### src/logic/ift_pkg.sv
package ift_pkg;

  // ----------------------------------------
  // Timing
  // ----------------------------------------
  localparam int CLK_PERIOD_NS  = 25;
  localparam int TICK_PERIOD_NS = 1000000;
  localparam int TICK_CYCLES    = TICK_PERIOD_NS / CLK_PERIOD_NS;
  localparam int SYNC_STAGES    = 3;

  // ----------------------------------------
  // Register map (index; byte address is four times)
  // ----------------------------------------
  localparam logic [15:0] IDX_BASE_TIME  = 16'h1834;
  localparam logic [15:0] IDX_SEED       = 16'h1835;
  localparam logic [15:0] IDX_GAIN_FRAME = 16'h1836;
  localparam logic [15:0] IDX_STATUS     = 16'h1837;

  localparam logic [7:0] RST_BASE_TIME   = 8'h80;
  localparam logic [7:0] RST_SEED        = 8'h00;
  localparam logic [1:0] RST_GAIN        = 2'h2;
  localparam logic [1:0] SOFT_GAIN       = 2'h2;
  localparam logic [5:0] RST_FRAME_TIMER = 6'h00;

  localparam int BIT_BOOST   = 7;
  localparam int BIT_DONE    = 7;
  localparam int BIT_ERROR   = 6;
  localparam int BIT_LOWV    = 5;
  localparam int BIT_ACK     = 4;
  localparam int BIT_IEN     = 3;
  localparam int BIT_LVDEN   = 2;
  localparam int BIT_RTS     = 1;
  localparam int BIT_SOFTRST = 0;

  localparam int SEED_W  = 7;
  localparam int FRAME_W = 5;
  localparam int GAP_W   = 11;

  typedef enum logic [1:0] {
    IFT_MODE_BASE,
    IFT_MODE_RANDOM,
    IFT_MODE_FRAME
  } ift_gap_mode_t;

  typedef struct packed {
    logic                 start;
    ift_gap_mode_t        mode;
    logic [FRAME_W-1:0]   frame_num;
  } ift_gap_req_t;

  typedef struct packed {
    logic done;
    logic error;
    logic lowv;
  } ift_flags_t;

endpackage

### src/logic/ift_top.sv
// Added by the designer: register access over Avalon-MM.
`timescale 1ns/10ps
module ift_top
  import ift_pkg::*;
#(
  parameter int TICK_DIV = TICK_CYCLES
) (
  input  wire logic         clock_i,
  input  wire logic         srst_i,
  // Avalon-MM slave
  input  wire logic [15:0]  avs_address_i,
  input  wire logic         avs_read_i,
  input  wire logic         avs_write_i,
  input  wire logic [31:0]  avs_writedata_i,
  input  wire logic [3:0]   avs_byteenable_i,
  output logic      [31:0]  avs_readdata_o,
  output logic              avs_waitrequest_o,
  // Transmitter side
  input  wire logic         send_i,
  input  wire ift_gap_req_t gap_req_i,
  input  wire logic         tx_done_i,
  input  wire logic         tx_error_i,
  input  wire logic         low_voltage_i,
  input  wire logic         pll_locked_i,
  output logic              gap_busy_o,
  output logic              gap_done_o,
  output logic              irq_o,
  output logic              boost_o,
  output logic      [1:0]   oscillator_gain_select_o,
  output logic              lvd_enable_o,
  output logic              ready_to_send_o,
  output logic              module_soft_reset_o
);

  // ----------------------------------------
  // Bus decode
  // ----------------------------------------
  logic        wait_q;
  logic        req;
  logic        wr_go;
  logic        hit_base;
  logic        hit_seed;
  logic        hit_gain;
  logic        hit_stat;
  logic [15:0] word_idx;
  logic [7:0]  wbyte;
  logic [7:0]  rd_byte;

  assign req      = avs_read_i || avs_write_i;
  assign word_idx = {2'b00, avs_address_i[15:2]};
  assign wbyte    = avs_writedata_i[7:0];
  // Write lands only at the edge where waitrequest is seen low
  assign wr_go    = avs_write_i && !wait_q && avs_byteenable_i[0];

  always_comb begin
    hit_base = 1'b0;
    hit_seed = 1'b0;
    hit_gain = 1'b0;
    hit_stat = 1'b0;
    if (avs_address_i[1:0] != 2'b00) begin
      hit_base = 1'b0;
    end else if (word_idx == IDX_BASE_TIME) begin
      hit_base = 1'b1;
    end else if (word_idx == IDX_SEED) begin
      hit_seed = 1'b1;
    end else if (word_idx == IDX_GAIN_FRAME) begin
      hit_gain = 1'b1;
    end else if (word_idx == IDX_STATUS) begin
      hit_stat = 1'b1;
    end
  end

  // ----------------------------------------
  // Soft reset strobe
  // ----------------------------------------
  logic soft_q;

  always_ff @(posedge clock_i) begin
    if (srst_i) begin
      soft_q <= 1'b0;
    end else begin
      soft_q <= wr_go && hit_stat && wbyte[BIT_SOFTRST];
    end
  end

  // ----------------------------------------
  // Pin synchronisers
  // ----------------------------------------
  logic [SYNC_STAGES-1:0] lv_sync_q;
  logic [SYNC_STAGES-1:0] lk_sync_q;
  logic                   lv_q;
  logic                   lk_q;

  always_ff @(posedge clock_i) begin
    if (srst_i) begin
      lv_sync_q <= '0;
      lk_sync_q <= '0;
      lv_q      <= 1'b0;
      lk_q      <= 1'b0;
    end else begin
      lv_sync_q <= {lv_sync_q[SYNC_STAGES-2:0], low_voltage_i};
      lk_sync_q <= {lk_sync_q[SYNC_STAGES-2:0], pll_locked_i};
      if (lv_sync_q[1] == lv_sync_q[2]) begin
        lv_q <= lv_sync_q[2];
      end
      if (lk_sync_q[1] == lk_sync_q[2]) begin
        lk_q <= lk_sync_q[2];
      end
    end
  end

  // ----------------------------------------
  // Configuration registers
  // ----------------------------------------
  logic [7:0]        base_interval_count_q;
  logic [SEED_W-1:0] seed_q;
  logic [5:0]        frame_scaled_interval_q;
  logic              ien_q;

  always_ff @(posedge clock_i) begin
    if (srst_i) begin
      base_interval_count_q <= RST_BASE_TIME;
    end else if (soft_q) begin
      base_interval_count_q <= '0;
    end else if (wr_go && hit_base) begin
      // Values 1 to 4 are not screened; software keeps to the allowed set
      base_interval_count_q <= wbyte;
    end
  end

  always_ff @(posedge clock_i) begin
    if (srst_i) begin
      boost_o <= RST_SEED[BIT_BOOST];
      seed_q  <= RST_SEED[SEED_W-1:0];
    end else if (soft_q) begin
      boost_o <= 1'b0;
      seed_q  <= '0;
    end else if (wr_go && hit_seed) begin
      boost_o <= wbyte[BIT_BOOST];
      seed_q  <= wbyte[SEED_W-1:0];
    end
  end

  always_ff @(posedge clock_i) begin
    if (srst_i) begin
      oscillator_gain_select_o <= RST_GAIN;
      frame_scaled_interval_q  <= RST_FRAME_TIMER;
    end else if (soft_q) begin
      oscillator_gain_select_o <= SOFT_GAIN;
      frame_scaled_interval_q  <= '0;
    end else if (wr_go && hit_gain) begin
      oscillator_gain_select_o <= wbyte[7:6];
      frame_scaled_interval_q  <= wbyte[5:0];
    end
  end

  always_ff @(posedge clock_i) begin
    if (srst_i || soft_q) begin
      ien_q        <= 1'b0;
      lvd_enable_o <= 1'b0;
    end else if (wr_go && hit_stat) begin
      ien_q        <= wbyte[BIT_IEN];
      lvd_enable_o <= wbyte[BIT_LVDEN];
    end
  end

  // ----------------------------------------
  // Status flags
  // ----------------------------------------
  ift_flags_t flags_q;
  logic       ack;

  assign ack = wr_go && hit_stat && wbyte[BIT_ACK];

  // Arriving events beat a simultaneous acknowledge
  always_ff @(posedge clock_i) begin
    if (srst_i || soft_q) begin
      flags_q <= '0;
    end else begin
      flags_q.done  <= tx_done_i || (flags_q.done && !ack);
      flags_q.error <= tx_error_i || (flags_q.error && !ack);
      flags_q.lowv  <= (lvd_enable_o && lv_q) || (flags_q.lowv && !ack);
    end
  end

  always_ff @(posedge clock_i) begin
    if (srst_i || soft_q) begin
      ready_to_send_o <= 1'b0;
    end else if (lk_q) begin
      ready_to_send_o <= 1'b1;
    end
  end

  always_ff @(posedge clock_i) begin
    if (srst_i) begin
      irq_o <= 1'b0;
    end else begin
      irq_o <= ien_q && (flags_q.done || flags_q.error || flags_q.lowv) && !soft_q;
    end
  end

  // ----------------------------------------
  // Read path and waitrequest
  // ----------------------------------------
  always_comb begin
    rd_byte = 8'h00;
    if (hit_base) begin
      rd_byte = base_interval_count_q;
    end else if (hit_seed) begin
      rd_byte = {boost_o, seed_q};
    end else if (hit_gain) begin
      rd_byte = {oscillator_gain_select_o, frame_scaled_interval_q};
    end else if (hit_stat) begin
      // Acknowledge and soft reset bits always read zero
      rd_byte = {flags_q.done, flags_q.error, flags_q.lowv, 1'b0,
                 ien_q, lvd_enable_o, ready_to_send_o, 1'b0};
    end
  end

  // One wait cycle per access; waitrequest drops for exactly one cycle
  always_ff @(posedge clock_i) begin
    if (srst_i) begin
      wait_q         <= 1'b1;
      avs_readdata_o <= '0;
    end else if (req && wait_q) begin
      wait_q         <= 1'b0;
      avs_readdata_o <= {24'h00_0000, rd_byte};
    end else begin
      wait_q <= 1'b1;
    end
  end

  assign avs_waitrequest_o = wait_q;
  assign module_soft_reset_o = soft_q;

  // ----------------------------------------
  // Pseudo-random generator
  // ----------------------------------------
  logic              send_q;
  logic              rnd_step;
  logic [SEED_W-1:0] rnd_value;
  logic              take;

  always_ff @(posedge clock_i) begin
    if (srst_i || soft_q) begin
      send_q <= 1'b0;
    end else begin
      send_q <= send_i;
    end
  end

  assign take     = gap_req_i.start && !gap_busy_o;
  assign rnd_step = take && (gap_req_i.mode == IFT_MODE_RANDOM);

  ift_lfsr u_lfsr (
    .clock_i (clock_i),
    .clear_i (srst_i || soft_q),
    .load_i  (send_i && !send_q),
    .seed_i  (seed_q),
    .step_i  (rnd_step),
    .value_o (rnd_value)
  );

  // ----------------------------------------
  // Interval timer
  // ----------------------------------------
  typedef enum logic {
    ST_IDLE,
    ST_COUNT
  } ift_state_t;

  ift_state_t       state_q;
  logic [GAP_W-1:0] remain_q;
  logic [GAP_W-1:0] gap_len;
  logic             tick;

  always_comb begin
    case (gap_req_i.mode)
      IFT_MODE_RANDOM: gap_len = GAP_W'(rnd_value);
      IFT_MODE_FRAME:  gap_len = GAP_W'(frame_scaled_interval_q) * GAP_W'(gap_req_i.frame_num);
      default:         gap_len = GAP_W'(base_interval_count_q);
    endcase
  end

  ift_tick_div #(
    .DIV (TICK_DIV)
  ) u_tick (
    .clock_i   (clock_i),
    .srst_i    (srst_i || soft_q),
    .restart_i (take),
    .tick_o    (tick)
  );

  // Requests during a running gap are ignored; a zero length ends at once
  always_ff @(posedge clock_i) begin
    if (srst_i || soft_q) begin
      state_q    <= ST_IDLE;
      remain_q   <= '0;
      gap_busy_o <= 1'b0;
      gap_done_o <= 1'b0;
    end else begin
      gap_done_o <= 1'b0;
      case (state_q)
        ST_IDLE: begin
          if (take) begin
            if (gap_len == '0) begin
              gap_done_o <= 1'b1;
            end else begin
              remain_q   <= gap_len;
              gap_busy_o <= 1'b1;
              state_q    <= ST_COUNT;
            end
          end
        end
        ST_COUNT: begin
          if (tick) begin
            if (remain_q == GAP_W'(1)) begin
              gap_done_o <= 1'b1;
              gap_busy_o <= 1'b0;
              state_q    <= ST_IDLE;
            end
            remain_q <= remain_q - 1'b1;
          end
        end
        default: begin
          state_q <= ST_IDLE;
        end
      endcase
    end
  end

endmodule

### src/logic/ift_tick_div.sv
`timescale 1ns/10ps
module ift_tick_div
  import ift_pkg::*;
#(
  parameter int DIV = TICK_CYCLES
) (
  input  wire logic clock_i,
  input  wire logic srst_i,
  input  wire logic restart_i,
  output logic      tick_o
);

  localparam int CW = $clog2(DIV + 1);
  localparam logic [CW-1:0] LAST = CW'(DIV - 1);

  logic [CW-1:0] cnt_q;

  // Restart aligns the first tick a full period after a gap begins
  always_ff @(posedge clock_i) begin
    if (srst_i || restart_i) begin
      cnt_q  <= '0;
      tick_o <= 1'b0;
    end else if (cnt_q == LAST) begin
      cnt_q  <= '0;
      tick_o <= 1'b1;
    end else begin
      cnt_q  <= cnt_q + 1'b1;
      tick_o <= 1'b0;
    end
  end

endmodule

### src/logic/ift_lfsr.sv
`timescale 1ns/10ps
module ift_lfsr
  import ift_pkg::*;
(
  input  wire logic              clock_i,
  input  wire logic              clear_i,
  input  wire logic              load_i,
  input  wire logic [SEED_W-1:0] seed_i,
  input  wire logic              step_i,
  output logic      [SEED_W-1:0] value_o
);

  // x^7 + x^6 + 1: XOR feedback keeps zero at zero
  always_ff @(posedge clock_i) begin
    if (clear_i) begin
      value_o <= '0;
    end else if (load_i) begin
      value_o <= seed_i;
    end else if (step_i) begin
      value_o <= {value_o[5:0], value_o[6] ^ value_o[5]};
    end
  end

endmodule

### config.mk
export PLATFORM = sky130hd
export DESIGN_NAME = ift_top
export DESIGN_NICKNAME = d
export VERILOG_FILES = /design/src/logic/ift_pkg.sv /design/src/logic/ift_top.sv /design/src/logic/ift_tick_div.sv /design/src/logic/ift_lfsr.sv
export SDC_FILE = /design/constraint.sdc
export NUM_CORES = 1
export LEC_CHECK = 0
export BUFFER_PORTS_ARGS = -buffer_cell sky130_fd_sc_hd__clkbuf_2
export CAP_MARGIN = 30
export CELL_PAD_IN_SITES_DETAIL_PLACEMENT = 1
export CELL_PAD_IN_SITES_GLOBAL_PLACEMENT = 1
export CORE_MARGIN = 8
export CORE_UTILIZATION = 30
export DETAILED_ROUTE_END_ITERATION = 10
export PLACE_DENSITY_LB_ADDON = 0.1
export SYNTH_ARGS = -nofsm -noshare
export SYNTH_HDL_FRONTEND = slang
export SYNTH_HIERARCHICAL = 1
export SYNTH_SLANG_ARGS = --single-unit
### constraint.sdc
create_clock -name clock_i -period 7.8 [get_ports clock_i]
set_input_delay 0.39 -clock clock_i [delete_from_list [all_inputs] [get_ports clock_i]]
set_output_delay 0.39 -clock clock_i [all_outputs]
set_load 0.01 [all_outputs]
==> run_results.csv, run 1 <==
group,metric,value,unit
clocking,cts_setup_buffers,0,
yosys,yosys-top-cells-count,"dfxtp_1 (88), nor2_1 (67), nand2_1 (46)",
floorplanning,dieWidth,148.8,um
yosys,yosys.area_share.xor_xnor,0.02648,
yosys,yosys_warnings,6,
yosys,synth_area_leader_cell,"dfxtp_1",
clocking,ctsResizeCount,0,
critical_path,cp_cell_sequence,"nand2_1, fa_1, fa_1, fa_1, inv_1, ha_1, xor2_1, a222oi_1, or4b_1, and4bb_1, a41oi_2, and3_2, a31o_1",
critical_path,critPathMaxFanout,11,
global_routing,grt_pass1_vias,4661,
global_routing,antenna_found_initial,0,
place,hpwl,11.69,mm
clocking,clkSinkCount,88,
yosys,synth_top_family_by_area,"simple AND/OR/NAND/NOR gates",
power_and_ir_drop,peakVddDrop,110.1,uV
clocking,path_clk_slew,0.07,ns
yosys,async_flop_share,0,
critical_path,crit_type,"flip-flop to flip-flop",
finish,finalNonFillerCells,891,
floorplanning,core_area,17300,um2
floorplanning,row_count,48,
critical_path,crit_top_cell,"fa_1",
min_path,holdCritPathClass,"input port to flip-flop",
clocking,cts_made_buffers,9,
yosys,synthAdderAreaFrac,0.1021,
global_routing,grt_pass1_wl,24.97,mm
clocking,cts_tree,"built",
yosys,synth_ff_type,"dfxtp_1",
timing,max-slew-margin-rel,0.4573,
floorplanning,start_util,0.3060,
status,outcome,"finished, final reports clean",
yosys,ys_types,69,
critical_path,rrSetupSlack,2.77,ns
timing,fin_worst_skew,0.006694,ns
floorplanning,fp.dieArea,22150,um2
critical_path,crit_path_end_kind,"flip-flop",
clocking,ctsHoldBuffers,0,
yosys,yosys-top-cells-area,"dfxtp_1 (33%), mux2i_1 (6.1%), ha_1 (5.7%)",
yosys,synth_edf_count,0,
power_and_ir_drop,swShare,0.2701,
power_and_ir_drop,internal_power,797.8,uW
power_and_ir_drop,total_power,1.093,mW
yosys,yosysSeqAreaShare,0.3329,
detailed_routing,wire_per_inst,17.07,um
yosys,synth_mux_area_frac,0.07754,
power_and_ir_drop,power.sequential.fraction,0.439,
timing,post-route-min-period,5.034,ns
critical_path,critPathMaxStageDelay,0.55,ns
clocking,htreeDepth,3,
detailed_routing,drt-total-wl,15.21,mm
timing,tns,0,ns
power_and_ir_drop,power_density,182.2,nW/um2
finish,drive_above_1_share,0.1471,
timing,tightest_slew,0.8130,ns
critical_path,worstPathArrival,5.28,ns
detailed_routing,num_vias,4468,
global_routing,grt_max_degree,39,
job,maxCapViolations,0,
power_and_ir_drop,power_frac_comb,0.120,
global_routing,globalRouteOverflowTotal,0,
timing,rsz0062_at_grt,"no",
place,dp_cells,875,
floorplanning,chipHeight,148.8,um
finish,diodes,0,
yosys,ys_ff_latch,88,
timing,fmax,198.7,MHz
detailed_routing,drc,0,
global_routing,grt_usage,0.1405,
power_and_ir_drop,power.switching,295.2,uW
floorplanning,io_pins,111,
finish,utilization,0.3468,
finish,syn2layout_area_growth,13.33,%
yosys,syn_inst,612,
clocking,clk_path_buf_depth,2,
power_and_ir_drop,p_leak,2.403,nW
yosys,yosysMostFrequentCell,"dfxtp_1",
critical_path,critPathSlowestCell,"fa_1",
yosys,synthSimpleGateAreaFrac,0.2506,
place,gp_congestion,0.7703,
yosys,yosysTopAreaCellShare,0.3329,
clocking,clock_latency,0.35,ns
yosys,syn_area_per_cell,8.648,um2
detailed_routing,postRouteAntennaNets,0,
critical_path,worst_setup_path_start_kind,"flip-flop",
yosys,synth-compound-area-share,0.1326,
timing,setup_violations,0,
clocking,cts-root-buf,"clkbuf_16",
critical_path,crit_required,8.05,ns
timing,slew_viol_final,0,
detailed_routing,dr.pass1.iters,4,
detailed_routing,routed_via_density,5.015,
timing,hold_viol_final,0,
place,io_buffers,59,
yosys,syn_area,5293,um2
finish,nNetsFinal,766,
detailed_routing,drt_iter0_drc,145,
timing,min_period_over_period,0.6453,
power_and_ir_drop,p_clk_frac,0.440,
path summary, 6_finish.rpt:
check	startpoint	end	cells past startpoint
min	low_voltage_i	lv_sync_q[0]	2
max	frame_scaled_interval_q[0]	remain_q[8]	13
max reg2reg	frame_scaled_interval_q[0]	remain_q[8]	13
min reg2reg	lk_sync_q[0]	lk_sync_q[1]	1
cells in the final DEF, fill, tap and decap left out, types with 9 or more instances in the layout:
cell type and instances:
nand2_1 46, and2_1 21, nand3_1 25, ha_1 24
clkbuf_16 9, xnor2_1 12, nor2_1 67, nor3_1 20
fa_1 12, nor2b_1 22, nand4_1 9, a21oi_1 28
dfxtp_1 88, o21ai_0 13, clkbuf_2 59, mux2i_1 32
conb_1 24, a211oi_1 15, inv_1 26
cells by family (layout without fill, tap and decap cells):
group,count (synthesis),after routing
AND/OR/NAND/NOR,254,254
AO/OA/AOI/OAI,103,103
flip-flops,88,88
buffers and inverters,74,105
multiplexers,40,40
adder cells (fa/ha/maj),36,36
XOR/XNOR,16,16
other,1,24
stage by stage:
stage	setup slack, ns	instance area, um2	hold slack [ns]
floorplan	3.643	5379	0.4138
global placement	2.736	5672	0.4186
detailed placement	2.691	5672	0.4292
CTS	2.714	5998	0.2318
global route	2.431	5998	0.2517
finish	2.766	5998	0.2423
sequential cells by signal, indices dropped and copies added, names as in the netlist, 2 cells and up:
name / cells
u_tick/cnt_q: 16
remain_q: 11
avs_readdata_o: 8
base_interval_count_q: 8
seed_q: 7
u_lfsr/value_o: 7
frame_scaled_interval_q: 6
flags_q: 3
lk_sync_q: 3
lv_sync_q: 3
oscillator_gain_select_o: 2
critical path, delay by kind of cell, from the launching register on:
family | cells | cell delay, ns
adders and majority gates | 4 | 1.99
AOI/OAI and AO/OA | 3 | 0.92
xor gates and xnor gates | 1 | 0.18
and+or+nand+nor | 4 | 1.24
DFF | 1 | 0.54
buffers and inverters | 1 | 0.04
cell type report:
class / count / area, um2
Fill cell: 2104 / 11300
Multi-Input combinational cell: 473 / 3209
Sequential cell: 88 / 1762
Timing Repair Buffer: 62 / 317.8
Tap cell: 225 / 281.5
Clock buffer: 9 / 225.2
Clock inverter: 7 / 101.3
Inverter: 27 / 101.3
power groups by stage:
stage	Clock (mW)	Sequential, mW	Combinational (mW)
after floorplan	0	0.484	0.102
after global placement	0	0.489	0.130
after detailed placement	0	0.490	0.132
after CTS	0.498	0.480	0.133
after global routing	0.518	0.482	0.147
final	0.481	0.480	0.132
metal layers:
layer / vias to the layer above / global-route usage / wire length, um
met5: - / 0 / 0
met4: 0 / 0.03382 / 139
met3: 10 / 0.03155 / 502
met2: 53 / 0.2255 / 7241
met1: 2193 / 0.1876 / 7328
li1: 2212 / - / -
Note: power is estimated with default switching activity, not from simulation.
==> run 2, diff against run 1 <==
Clock period 7.8 ns to 4.4 ns, I/O delays scaled along.
==> run 2 against run 1 <==
Compared with the run above: flip-flop and latch count unchanged; via count increased by 2.8%; sequential power increased by 75%; count of clock-buffer cells in the layout unchanged; setup slack got worse by 2.6 ns; global-route usage increased by 0.36 points; die area unchanged; first-iteration DRC count increased by 4.1%; sequential share of layout area decreased by 1.2 points; fmax increased by 19%; hold slack got worse by 0.16 ns; largest power group is now sequential cells; critical path type unchanged; register-to-register slack got worse by 2.6 ns.
==> run_results.csv, run 2 (synthesis gave the netlist of run 1 again) <==
group,metric,value,unit
detailed_routing,postRouteAntennaNets,0,
critical_path,crit_buf_inv,1,
finish,drive_above_1_share,0.2078,
clocking,htreeDepth,3,
critical_path,critPathSlowestCell,"fa_2",
critical_path,crit_path_end_kind,"flip-flop",
global_routing,grt_pass1_wl,25.79,mm
job,maxCapViolations,0,
detailed_routing,num_vias,4594,
critical_path,worstPathArrival,4.46,ns
finish,top_regs,"u_tick/cnt_q x16, remain_q x11",
detailed_routing,drt-total-wl,15.72,mm
power_and_ir_drop,internal_power,1.326,mW
clocking,clock_latency,0.35,ns
status,outcome,"finished, final reports clean",
detailed_routing,wire_per_inst,17.12,um
timing,post-route-min-period,4.218,ns
finish,finalNonFillerCells,918,
clocking,cts_made_buffers,9,
timing,fin_worst_skew,0.01218,ns
global_routing,grt_usage,0.1441,
clocking,ctsHoldBuffers,0,
power_and_ir_drop,power.switching,551.6,uW
global_routing,globalRouteOverflowTotal,0,
timing,slew_viol_final,0,
detailed_routing,routed_via_density,5.004,
detailed_routing,drt_iter0_drc,151,
power_and_ir_drop,p_clk_frac,0.411,
floorplanning,dieWidth,148.8,um
place,dp_cells,900,
power_and_ir_drop,total_power,1.878,mW
timing,fmax,237.1,MHz
clocking,cts-root-buf,"clkbuf_16",
power_and_ir_drop,peakVddDrop,161.5,uV
finish,layout_common_cells,"dfxtp_1 (85), nor2_1 (67), clkbuf_2 (59)",
finish,syn2layout_area_growth,18.51,%
timing,max-slew-margin-rel,0.4941,
critical_path,cp_cell_sequence,"buf_4, and2_1, ha_1, ha_1, fa_2, fa_2, xor2_1, a222oi_1, or4b_4, and4bb_1, a41oi_4, and3_4, a31o_1",
power_and_ir_drop,power_density,299.4,nW/um2
critical_path,worst_setup_path_start_kind,"flip-flop",
global_routing,antenna_found_initial,0,
timing,tightest_slew,0.7538,ns
floorplanning,row_count,48,
timing,tns,0,ns
clocking,clk_path_buf_depth,2,
global_routing,grt_pass1_vias,4901,
power_and_ir_drop,p_leak,2.512,nW
timing,hold_viol_final,0,
timing,rsz0062_at_grt,"no",
detailed_routing,drc,0,
critical_path,path_delay_family,"adder cells",
finish,final_common_cell,"dfxtp_1",
timing,setup_violations,0,
place,hpwl,12.39,mm
power_and_ir_drop,power_frac_comb,0.140,
place,gp_congestion,0.7796,
power_and_ir_drop,swShare,0.2938,
timing,min_period_over_period,0.9587,
finish,diodes,0,
timing,hold_slack,0.07733,ns
floorplanning,core_area,17300,um2
clocking,clkSinkCount,88,
floorplanning,chipHeight,148.8,um
critical_path,crit_required,4.64,ns
finish,top_register,"u_tick/cnt_q",
power_and_ir_drop,power.sequential.fraction,0.449,
place,placed_area,5859,um2
critical_path,critPathMaxFanout,5,
clocking,path_clk_slew,0.07,ns
floorplanning,fp.dieArea,22150,um2
detailed_routing,dr.pass1.iters,4,
finish,largest_register_ffs,16,
critical_path,critPathMaxStageDelay,0.52,ns
min_path,holdCritPathClass,"input port to flip-flop",
floorplanning,io_pins,111,
floorplanning,start_util,0.3060,
place,io_buffers,59,
finish,fin_area,6272,um2
finish,nNetsFinal,793,
global_routing,grt_max_degree,38,
critical_path,crit_type,"flip-flop to flip-flop",
clocking,cts_tree,"built",
run 2: cell count changes in the layout (fill, tap and decap cells not counted), moves of 2 or more:
cell / change
dfxtp_1: -3
fa_2: +2
nor3_2: +2
bufinv_16: -2
fa_1: -2
nand2_2: +2
nand2_1: -2
o21ai_1: +2
nor3_1: -2
ha_1: -2
o21ai_0: -2
buf_4: +26
ha_4: +2
dfxtp_2: +2
run 2: cell type report:
cell class                      instances  area (um2)
Fill cell                            2095       11020
Multi-Input combinational cell        473        3299
Sequential cell                        88        1768
Timing Repair Buffer                   89       524.3
Tap cell                              225       281.5
Clock buffer                            9       225.2
Inverter                               27       101.3
Clock inverter                          7       72.57
run 2: worst paths after layout:
check | from | end | slack (ns) | depth (start not counted)
hold reg to reg | lk_sync_q[0] | lk_sync_q[1] | 0.44 | 1
setup / recovery | frame_scaled_interval_q[1] | remain_q[8] | 0.18 | 13
hold / removal | tx_done_i | flags_q[2] | 0.08 | 3
setup reg to reg | frame_scaled_interval_q[1] | remain_q[8] | 0.18 | 13
run 2: layer usage:
| metal | up-vias | wire length [um] | share of wire | GRT usage |
|---|---|---|---|---|
| met3 | 16 | 463 | 0.029 | 0.02184 |
| met5 | - | 0 | 0 | 0 |
| met1 | 2257 | 7458 | 0.47 | 0.1877 |
| met4 | 0 | 231 | 0.015 | 0.04341 |
| li1 | 2267 | - | - | - |
| met2 | 54 | 7564 | 0.48 | 0.2411 |
run 2: timing repair:
action                                 CTS  global route
resized for setup                        4            22
buffers inserted                         1             1
setup endpoints to repair                8            14
endpoints found under the hold margin    0             0
pin swaps                                3            13
run 2: through the flow:
| stage | setup slack [ns] | util |
|---|---|---|
| after global placement | -0.1090 | 0.3388 |
| after global routing | 0.009289 | 0.3626 |
| after detailed placement | -0.08931 | 0.3388 |
| after CTS | 0.008758 | 0.3574 |
| after floorplan | 0.2427 | - |
| final | 0.1818 | 0.3626 |
run 2: tightest hold or removal path, cell delays in order:
cell      delay, ns
clkbuf_2       0.07
a21oi_1        0.03
nor2_1         0.07
run 2: power by group through the flow:
stage | Combinational [mW] | Sequential, mW | Clock, mW
after CTS | 0.259 | 0.843 | 0.797
after global routing | 0.294 | 0.846 | 0.828
final | 0.263 | 0.842 | 0.772
after floorplan | 0.181 | 0.859 | 0
after detailed placement | 0.256 | 0.862 | 0
after global placement | 0.251 | 0.860 | 0
==> run 3, diff against run 2 <==
Settings changed: CAP_MARGIN 30 to 5, CTS_CLUSTER_DIAMETER set to 30, RECOVER_POWER set to 50.
==> run 3 against run 2 <==
Compared with the run above: the run now ends with max-capacitance violations, max-slew violations left; largest power group unchanged; clock power is essentially flat; final cell count is the same; combinational power is essentially flat; critical path type unchanged.
==> run_results.csv, run 3 (synthesis gave the netlist of run 1 again) <==
group,metric,value,unit
status,outcome,"finished, violations left",
status,violations,"max-capacitance violations, max-slew violations",
global_routing,antenna_found_initial,0,
detailed_routing,highest_layer,"met4",
critical_path,worst_setup_path_start_kind,"flip-flop",
critical_path,crit_required,4.64,ns
min_path,holdCritPathClass,"input port to flip-flop",
floorplanning,row_count,48,
floorplanning,io_pins,111,
place,hpwl,12.39,mm
power_and_ir_drop,peakVddDrop,160.5,uV
clocking,clkSinkCount,88,
floorplanning,core_area,17300,um2
finish,top_register,"u_tick/cnt_q",
timing,hold_viol_final,0,
timing,setup_slack,0.1806,ns
global_routing,globalRouteOverflowTotal,0,
global_routing,grt_usage,0.1441,
finish,diodes,0,
clocking,path_clk_slew,0.07,ns
finish,nNetsFinal,793,
timing,min_period_over_period,0.9590,
timing,tightest_slew,1.661,ns
timing,fmax,237.0,MHz
timing,slew_viol_final,38,
clocking,htreeDepth,3,
detailed_routing,postRouteAntennaNets,0,
finish,final_common_cell,"dfxtp_1",
critical_path,worstPathArrival,4.46,ns
power_and_ir_drop,p_leak,2.437,nW
timing,rsz0062_at_grt,"no",
detailed_routing,route.met3.wl,430,um
clocking,cts_tree,"built",
detailed_routing,drt_iter0_drc,148,
clocking,ctsHoldBuffers,0,
timing,post-route-min-period,4.219,ns
detailed_routing,dr.pass1.iters,4,
critical_path,critPathMaxFanout,5,
detailed_routing,dr_wl_met2,7.592,mm
finish,top_regs,"u_tick/cnt_q x16, remain_q x11",
floorplanning,start_util,0.3060,
clocking,cts-root-buf,"clkbuf_16",
global_routing,grt_max_degree,38,
place,io_buffers,59,
timing,max-slew-margin-rel,-0.1075,
floorplanning,chipHeight,148.8,um
timing,setup_violations,0,
clocking,cts_made_buffers,9,
finish,largest_register_ffs,16,
detailed_routing,drt-total-wl,15.74,mm
timing,fin_worst_skew,0.01235,ns
finish,fill_cells,2099,
detailed_routing,met1Wirelength,7.526,mm
place,gp_congestion,0.7796,
detailed_routing,drc,0,
global_routing,grt_pass1_vias,4901,
finish,syn2layout_area_growth,17.83,%
finish,layout_common_cells,"dfxtp_1 (85), nor2_1 (67), nand2_1 (44)",
clocking,clock_latency,0.35,ns
global_routing,grt_pass1_wl,25.79,mm
detailed_routing,routed_via_density,4.986,
finish,drive_above_1_share,0.1746,
floorplanning,dieWidth,148.8,um
place,dp_slack,-0.08931,ns
detailed_routing,wire_per_inst,17.15,um
clocking,clk_path_buf_depth,2,
detailed_routing,num_vias,4577,
power_and_ir_drop,power_density,300.5,nW/um2
critical_path,crit_type,"flip-flop to flip-flop",
job,maxCapViolations,1,
timing,tns,0,ns
critical_path,crit_path_end_kind,"flip-flop",
floorplanning,fp.dieArea,22150,um2
## run 3: changes by cell type in the layout (fill, tap and decap cells not counted)
cell,before,now
buf_4,29,26
clkbuf_2,59,40
a311o_1,0,1
clkbuf_1,0,22
a311o_2,1,0
## run 3: repair_timing
item	in CTS	in global routing
buffers inserted	1	1
endpoints found under the setup margin	8	14
gates resized for setup	4	22
pin swaps	3	13
## run 3: stage by stage
step,cell area (um2),power [mW],hold slack [ns],utilization,instances
after floorplan,5379,1.039,0.3374,-,635
after global placement,5859,1.112,0.4182,0.3388,900
after detailed placement,5859,1.118,0.4310,0.3388,900
after CTS,6182,1.900,0.06668,0.3574,917
after global routing,6236,1.966,0.08278,0.3605,918
final,6236,1.874,0.07870,0.3605,918
## run 3: cell type report
type	count	area [um2]	share of cell area
clock buffers	9	225.2	0.03612
well taps	225	281.5	0.04514
multi-input cells	473	3298	0.5289
flip-flops and latches	88	1768	0.2835
inverters	27	101.3	0.01625
repair buffers	89	489.2	0.07845
clock inverters	7	72.57	0.01164
## run 3: report_power, final
part,internal (mW),switching [mW],total [mW]
clock,0.401,0.370,0.771
sequential,0.821,0.0214,0.842
combinational,0.102,0.159,0.261
## run 3: path summary, 6_finish.rpt
check,start,depth (start not counted),slack [ns],end
worst max-delay path,frame_scaled_interval_q[1],13,0.18,remain_q[8]
worst min-delay path,tx_done_i,3,0.08,flags_q[2]
worst max register to register,frame_scaled_interval_q[1],13,0.18,remain_q[8]
worst min register to register,lk_sync_q[0],1,0.44,lk_sync_q[1]
## run 3: worst max-delay path: stages (launching register included)
cell and delay, ns:
dfxtp_2 0.33, buf_4 0.15, and2_1 0.14, ha_1 0.30
ha_1 0.31, fa_2 0.52, fa_2 0.44, xor2_1 0.18
a222oi_1 0.33, or4b_4 0.51, and4bb_1 0.34, a41oi_4 0.17
and3_4 0.21, a31o_1 0.17
## run 3: metal layers
metal / track usage / vias up
li1: - / 2268
met1: 0.1877 / 2245
met2: 0.2411 / 50
met3: 0.02184 / 14
met4: 0.04341 / 0
met5: 0 / -
